$ cat src/pwm_cutoff_map.svh
`ifndef PWM_CUTOFF_MAP_SVH
`define PWM_CUTOFF_MAP_SVH

// ==========================================================
// register byte offsets
`define OFFS_CH0_CUTOFF     8'h00
`define OFFS_CH1_CUTOFF     8'h04
`define OFFS_MASTER_DISABLE 8'h08
`define OFFS_CONTROL        8'h0c
`define OFFS_STATUS         8'h10

// ==========================================================
// reset values
`define RST_CUTOFF          8'h00
`define RST_MASTER_DISABLE  8'hff
`define RST_CONTROL         1'h0

// ==========================================================
// field positions
`define CUTOFF_PIN_A_LSB    6
`define CUTOFF_PIN_B_LSB    4
`define CUTOFF_PIN_C_LSB    2
`define CUTOFF_PIN_D_LSB    0
`define CTRL_FORCE_BIT      0
`define STAT_ACTIVE_BIT     0
`define STAT_RUNNING_BIT    1
`define STAT_OE_LSB         8
`define STAT_LEVEL_LSB      16
`define PINS_PER_CHANNEL    4

`endif

$ cat src/pwm_cutoff_pkg.sv
package pwm_cutoff_pkg;

   // ==========================================================
   // cutoff field encodings
   typedef enum logic [1:0]
   {
      cutoff_off   = 2'h0,
      cutoff_hiz   = 2'h1,
      cutoff_low   = 2'h2,
      cutoff_high  = 2'h3
   } cutoff_mode_type;

   // ==========================================================
   // drive of one pin
   typedef struct packed
   {
      logic level;
      logic enable;
   } pin_drive_type;

endpackage

$ cat src/pwm_cutoff_ctrl.sv
// What this block does
// - channel-1 pin A cutoff field, bits 7:6
// - channel-1 pin B cutoff field, bits 5:4
// - channel-1 pin C cutoff field, bits 3:2
// - channel-1 pin D cutoff field, bits 1:0
// - channel-0 pin C cutoff field, bits 3:2
// - channel-0 pin D cutoff field, bits 1:0
// - one disable bit per pin, eight bits
// - disable 0 timer drives, 1 port drives
//
// Added by the designer: the register offsets and the Wishbone interface to the registers.
`include "pwm_cutoff_map.svh"
`timescale 1ns/1ns
module pwm_cutoff_ctrl
#(
   parameter int ADDR_WIDTH = 8,
   parameter int PIN_COUNT  = 8
)
(
   // clock and reset
   input  wire logic                              sys_clk,
   input  wire logic                              sys_rst,
   // wishbone slave
   input  wire logic                              wb_cyc_i,
   input  wire logic                              wb_stb_i,
   input  wire logic                              wb_we_i,
   input  wire logic [ADDR_WIDTH-1:0]             wb_adr_i,
   input  wire logic [3:0]                        wb_sel_i,
   input  wire logic [31:0]                       wb_dat_i,
   output logic      [31:0]                       wb_dat_o,
   output logic                                   wb_ack_o,
   // timer side
   input  wire logic                              counter_running,
   input  wire logic [PIN_COUNT-1:0]              pwm_level,
   input  wire logic                              cutoff_request,
   // general port side
   input  wire pwm_cutoff_pkg::pin_drive_type [PIN_COUNT-1:0] port_drive,
   // pins
   output pwm_cutoff_pkg::pin_drive_type [PIN_COUNT-1:0]      pin_drive
);

   // ==========================================================
   // parameter check
   if (PIN_COUNT != 2 * `PINS_PER_CHANNEL)
   begin : g_bad_pins
      $error("pin count must be eight");
   end
   if (ADDR_WIDTH < 5)
   begin : g_bad_addr
      $error("address width too small");
   end

   // ==========================================================
   // state
   logic [7:0]              ch0_pin_cutoff_select;
   logic [7:0]              channel1_pin_cutoff_select;
   logic [7:0]              pin_output_master_disable;
   logic                    force_cutoff;
   logic [31:0]             next_dat;
   logic                    next_ack;
   logic [7:0]              next_ch0;
   logic [7:0]              next_ch1;
   logic [7:0]              next_disable;
   logic                    next_force;
   logic                    req_meta;
   logic                    req_sync;
   logic                    cutoff_active;
   logic [PIN_COUNT-1:0]    drive_oe;
   logic [PIN_COUNT-1:0]    drive_level;
   logic [7:0]              adr;
   logic                    access;
   logic                    write_commit;

   // ==========================================================
   // field extraction
   function automatic pwm_cutoff_pkg::cutoff_mode_type field_of(input logic [7:0] value, input int pin);
      logic [1:0] bits;
      bits = value[`CUTOFF_PIN_D_LSB +: 2];
      case (pin % `PINS_PER_CHANNEL)
         0: bits = value[`CUTOFF_PIN_A_LSB +: 2];
         1: bits = value[`CUTOFF_PIN_B_LSB +: 2];
         2: bits = value[`CUTOFF_PIN_C_LSB +: 2];
         default: bits = value[`CUTOFF_PIN_D_LSB +: 2];
      endcase
      return pwm_cutoff_pkg::cutoff_mode_type'(bits);
   endfunction

   // ==========================================================
   // cutoff request synchroniser
   always_ff @(posedge sys_clk or posedge sys_rst)
   begin
      if (sys_rst)
      begin
         req_meta <= 1'b0;
         req_sync <= 1'b0;
      end
      else
      begin
         req_meta <= cutoff_request;
         req_sync <= req_meta;
      end
   end

   assign cutoff_active = req_sync | force_cutoff;

   // ==========================================================
   // register bus
   assign adr    = 8'(wb_adr_i);
   assign access = wb_cyc_i & wb_stb_i & ~wb_ack_o;
   // writes land on the edge where the master sees ack
   assign write_commit = wb_cyc_i & wb_stb_i & wb_ack_o & wb_we_i & wb_sel_i[0];

   always_comb
   begin
      next_ack     = access;
      next_dat     = wb_dat_o;
      next_ch0     = ch0_pin_cutoff_select;
      next_ch1     = channel1_pin_cutoff_select;
      next_disable = pin_output_master_disable;
      next_force   = force_cutoff;
      if (access && !wb_we_i)
      begin
         next_dat = 32'h0;
         if (adr == `OFFS_CH0_CUTOFF)
         begin
            next_dat[7:0] = ch0_pin_cutoff_select;
         end
         else if (adr == `OFFS_CH1_CUTOFF)
         begin
            next_dat[7:0] = channel1_pin_cutoff_select;
         end
         else if (adr == `OFFS_MASTER_DISABLE)
         begin
            next_dat[7:0] = pin_output_master_disable;
         end
         else if (adr == `OFFS_CONTROL)
         begin
            next_dat[`CTRL_FORCE_BIT] = force_cutoff;
         end
         else if (adr == `OFFS_STATUS)
         begin
            next_dat[`STAT_ACTIVE_BIT]             = cutoff_active;
            next_dat[`STAT_RUNNING_BIT]            = counter_running;
            next_dat[`STAT_OE_LSB +: PIN_COUNT]    = drive_oe;
            next_dat[`STAT_LEVEL_LSB +: PIN_COUNT] = drive_level;
         end
      end
      else if (write_commit)
      begin
         if (adr == `OFFS_CH0_CUTOFF && !counter_running)
         begin
            next_ch0 = wb_dat_i[7:0];
         end
         else if (adr == `OFFS_CH1_CUTOFF && !counter_running)
         begin
            next_ch1 = wb_dat_i[7:0];
         end
         else if (adr == `OFFS_MASTER_DISABLE)
         begin
            next_disable = wb_dat_i[7:0];
         end
         else if (adr == `OFFS_CONTROL)
         begin
            next_force = wb_dat_i[`CTRL_FORCE_BIT];
         end
      end
   end

   always_ff @(posedge sys_clk or posedge sys_rst)
   begin
      if (sys_rst)
      begin
         wb_ack_o                   <= 1'b0;
         wb_dat_o                   <= 32'h0;
         ch0_pin_cutoff_select      <= `RST_CUTOFF;
         channel1_pin_cutoff_select <= `RST_CUTOFF;
         pin_output_master_disable  <= `RST_MASTER_DISABLE;
         force_cutoff               <= `RST_CONTROL;
      end
      else
      begin
         wb_ack_o                   <= next_ack;
         wb_dat_o                   <= next_dat;
         ch0_pin_cutoff_select      <= next_ch0;
         channel1_pin_cutoff_select <= next_ch1;
         pin_output_master_disable  <= next_disable;
         force_cutoff               <= next_force;
      end
   end

   // ==========================================================
   // pin stages
   for (genvar p = 0; p < PIN_COUNT; p++)
   begin : g_pin
      pwm_pin_stage u_stage
      (
         .sys_clk       (sys_clk),
         .sys_rst       (sys_rst),
         .pin_disable   (pin_output_master_disable[p]),
         .cutoff_active (cutoff_active),
         .cutoff_mode   ((p < `PINS_PER_CHANNEL) ? field_of(ch0_pin_cutoff_select, p)
                                                 : field_of(channel1_pin_cutoff_select, p)),
         .pwm_level     (pwm_level[p]),
         .port_drive    (port_drive[p]),
         .pin_drive     (pin_drive[p])
      );
      assign drive_oe[p]    = pin_drive[p].enable;
      assign drive_level[p] = pin_drive[p].level;
   end

endmodule

$ cat src/pwm_pin_stage.sv
`timescale 1ns/1ns
module pwm_pin_stage
(
   // clock and reset
   input  wire logic                          sys_clk,
   input  wire logic                          sys_rst,
   // selection
   input  wire logic                          pin_disable,
   input  wire logic                          cutoff_active,
   input  wire pwm_cutoff_pkg::cutoff_mode_type cutoff_mode,
   // sources
   input  wire logic                          pwm_level,
   input  wire pwm_cutoff_pkg::pin_drive_type  port_drive,
   // pin
   output pwm_cutoff_pkg::pin_drive_type       pin_drive
);

   pwm_cutoff_pkg::pin_drive_type next_pin_drive;

   // ==========================================================
   // output selection
   always_comb
   begin
      next_pin_drive.level  = pwm_level;
      next_pin_drive.enable = 1'b1;
      if (pin_disable)
      begin
         next_pin_drive = port_drive;
      end
      else if (cutoff_active)
      begin
         case (cutoff_mode)
            pwm_cutoff_pkg::cutoff_hiz:
            begin
               next_pin_drive.level  = 1'b0;
               next_pin_drive.enable = 1'b0;
            end
            pwm_cutoff_pkg::cutoff_low:
            begin
               next_pin_drive.level  = 1'b0;
               next_pin_drive.enable = 1'b1;
            end
            pwm_cutoff_pkg::cutoff_high:
            begin
               next_pin_drive.level  = 1'b1;
               next_pin_drive.enable = 1'b1;
            end
            default:
            begin
               next_pin_drive.level  = pwm_level;
               next_pin_drive.enable = 1'b1;
            end
         endcase
      end
   end

   always_ff @(posedge sys_clk or posedge sys_rst)
   begin
      if (sys_rst)
      begin
         pin_drive <= '0;
      end
      else
      begin
         pin_drive <= next_pin_drive;
      end
   end

endmodule

$ cat config.mk
export PLATFORM = sky130hd
export DESIGN_NAME = pwm_cutoff_ctrl
export DESIGN_NICKNAME = d
export VERILOG_FILES = /design/src/pwm_cutoff_pkg.sv /design/src/pwm_cutoff_ctrl.sv /design/src/pwm_pin_stage.sv
export VERILOG_INCLUDE_DIRS = /design/src
export SDC_FILE = /design/constraint.sdc
export NUM_CORES = 1
export LEC_CHECK = 0
export BUFFER_PORTS_ARGS = -buffer_cell sky130_fd_sc_hd__buf_2
export CORE_ASPECT_RATIO = 1.2
export CORE_MARGIN = 2
export CORE_UTILIZATION = 25
export DETAILED_ROUTE_END_ITERATION = 10
export GPL_TIMING_DRIVEN = 0
export PLACE_DENSITY_LB_ADDON = 0.3
export SETUP_SLACK_MARGIN = 0.15
export SLEW_MARGIN = 10
export SYNTH_ARGS = -nofsm -noshare
export SYNTH_HDL_FRONTEND = slang
export SYNTH_SLANG_ARGS = --single-unit
$ cat constraint.sdc
create_clock -name sys_clk -period 3.3 [get_ports sys_clk]
set_input_delay 0.99 -clock sys_clk [delete_from_list [all_inputs] [get_ports sys_clk]]
set_output_delay 0.99 -clock sys_clk [all_outputs]
set_load 0.02 [all_outputs]
==> results.toml <==
[outcome]
status = "completed"

[worst_hold_path]
worstHoldPathType = "reg -> reg"

[floorplanning]
die_area_sq_um = 13200
start_util_pct = 25.5
core_area_sq_um = 12100
num_io_pins = 124
chipHeight_microns = 125
rows = 44
die_x_microns = 105

[route]
via_count = 2492
wl_per_cell_microns = 14.8
remaining_drc_errors = 0
postRouteAntennaNets = 0
routed_via_density = 4.41
wl_microns = 8380
drt_iter0_markers = 111
drt-pass1-iter-count = 4

[worst_setup_path]
crit_path_top_delay_cell = "nor4b_4"
crit_fanout = 8
cp_top_family = "simple AND/OR/NAND/NOR gates"
cp_num_buf_inv = 2
startpoint_type = "input port"
crit_chain = "buf_2 > or4_4 > or3_1 > buf_4 > nor4b_4 > mux2_2"
arrival_ns = 3.19
crit_type = "in -> reg"
end_kind = "flip-flop"
cpPeakStageDelay_ns = 0.67
crit_required_ns = 3.51

[placement]
portBuffers = 86
gp_congestion = 0.808
dp_hpwl_microns = 6660
placed_area_sq_um = 3750

[sta]
drv_slew = 0
finalCritPeriodShare_pct = 90.2
setup_violations = 0
skew_ns = 0.00539
period_needed_ns = 2.98
rsz0062_at_grt = "false"
worstMarginPinSlew_ns = 1.14
slew_headroom_pct = 23.6
clock.fmax_mhz = 336
hold_viol = 0

[yosys]
ys_top_cells_by_area = "dfrtp_1 (49%), mux2_2 (9.2%), dfstp_2 (6.8%), nand2_1 (6.1%), o21ai_0 (4.9%)"
synth_top_cell_area_share_pct = 48.8
ys_ff_latch = 68
yosysMostFrequentCell = "dfrtp_1"
ys_types = 31
synthTopCellsByCount = "dfrtp_1 (60), nand2_1 (50), o21ai_0 (30)"
ys_warn_count = 0
yosys_most_used_dff = "dfrtp_1"
yosysTopAreaCell = "dfrtp_1"
syn_avg_cell_area_sq_um = 10.5
synth-async-reset-ratio_pct = 100
synthCells = 294
synth-edff-count = 0
yosysSeqAreaShare_pct = 55.7
syn_area_sq_um = 3070

[final_layout]
nets = 474
diodes = 0
area_delta_synth_final_pct = 31.1
final_area_sq_um = 4030
drive_above_1_share_pct = 36.4

[global_routing]
antenna_found_initial = 2
grt_first_pass_wirelength_microns = 13600
grt_pass1_vias = 2531
grt_max_degree = 41
overflow = 0
grtUsageTotal_pct = 13.4

[cts]
postCtsSetupBuffers = 0
clock-sinks = 68
clkTransAtPathRegs_ns = 0.05
cts_tree = "done"
holdBufCountCts = 0
post_cts_resized = 0
root_buffer = "clkbuf_16"
h-tree-depth = 3
clkLatencyLatePin_ns = 0.33
cts_buffer_depth = 2
cts_buffers = 9

[power_and_ir_drop]
p_leak_nw = 1.92
p_per_area_nw_per_um2 = 460
power_mw = 1.85
peakVddDrop_v = 0.000225

[flow_run]
cap_violations = 0
cell type report:
class / count / area [sq um]
clock buffer: 14 / 264
multi-input combinational: 202 / 1240
fill: 1242 / 8030
sequential: 68 / 1710
tap: 161 / 201
timing repair buffer: 87 / 450
inverter: 11 / 43.8
buffer: 20 / 109
clock inverter: 2 / 10.0
logic make-up (layout without fill, tap and decap cells):
logic type	Yosys count	count (layout)	synth area share [%]
AO/OA/AOI/OAI	65	65	12.8
multiplexers	33	33	11.8
AND/OR/NAND/NOR	96	96	14.7
buffers and inverters	31	134	4.88
flip-flops	68	68	55.7
other	1	8	0.122
sequential cells by signal (all words and copies together) (netlist names), 8 cells and up:
register and count:
wb_dat_o 24, g_pin.u_stage.pin_drive 16, ch0_pin_cutoff_select 8, channel1_pin_cutoff_select 8, pin_output_master_disable 8
metal layers:
metal  track usage, %  up-vias  wire length [microns]
met1             15.8     1176                   3410
met3             5.42       14                    646
li1                 -     1229                      -
met2             22.1       69                   4190
met4             4.71        4                    113
met5                0        -                     14
worst paths after layout:
kind | startpoint | slack (ns) | cells after the start | to
hold reg to reg | req_meta | 0.35 | 0 | req_sync
setup reg to reg | wb_ack_o | 1.24 | 4 | wb_dat_o[12]
setup / recovery | wb_adr_i[1] | 0.32 | 6 | channel1_pin_cutoff_select[4]
max in group asynchronous | sys_rst | 2.04 | 3 | pin_output_master_disable[4]
hold / removal | req_meta | 0.35 | 0 | req_sync
min in group asynchronous | sys_rst | 0.65 | 2 | wb_dat_o[19]
where the power goes:
group,internal [mW],switching (mW)
combinational,0.0483,0.0852
sequential,0.844,0.00502
clock,0.547,0.324
total,1.44,0.415
metrics by stage:
stage               util (%)  setup TNS [ns]  hold slack [ns]  instances  setup slack (ns)
global placement        31.0          -12.89            0.333        548            -0.217
floorplan                  -               0            0.331        301             0.357
finish                  33.4               0            0.354        565             0.322
global route            33.4               0            0.358        565             0.235
detailed placement      31.1          -0.212            0.338        549           -0.0313
CTS                     33.4               0            0.354        565             0.308
layout by cell type, fill, tap and decap left out, types with 2 or more instances in the layout:
| master | n |
|---|---|
| a21oi_1 | 11 |
| a31oi_1 | 3 |
| a32oi_1 | 8 |
| and3_1 | 8 |
| buf_2 | 86 |
| buf_4 | 9 |
| clkbuf_1 | 13 |
| clkbuf_16 | 9 |
| clkbuf_8 | 2 |
| clkinv_2 | 2 |
| conb_1 | 8 |
| dfrtp_1 | 60 |
| dfstp_2 | 8 |
| inv_1 | 10 |
| mux2_2 | 25 |
| mux2i_1 | 7 |
| nand2_1 | 50 |
| nand3_1 | 2 |
| nand4_1 | 2 |
| nor2_1 | 23 |
| nor3_1 | 3 |
| nor4b_4 | 2 |
| o21a_1 | 3 |
| o21ai_0 | 30 |
| o31ai_1 | 7 |
| or3_1 | 2 |
worst register-to-register path, cell delays in order, from the launching register on:
cell and delay [ns]:
dfrtp_1 0.40, nor3_1 0.93, clkbuf_1 0.41, nand2_1 0.10, o21ai_0 0.14
Power figures use the tool's default switching activity.
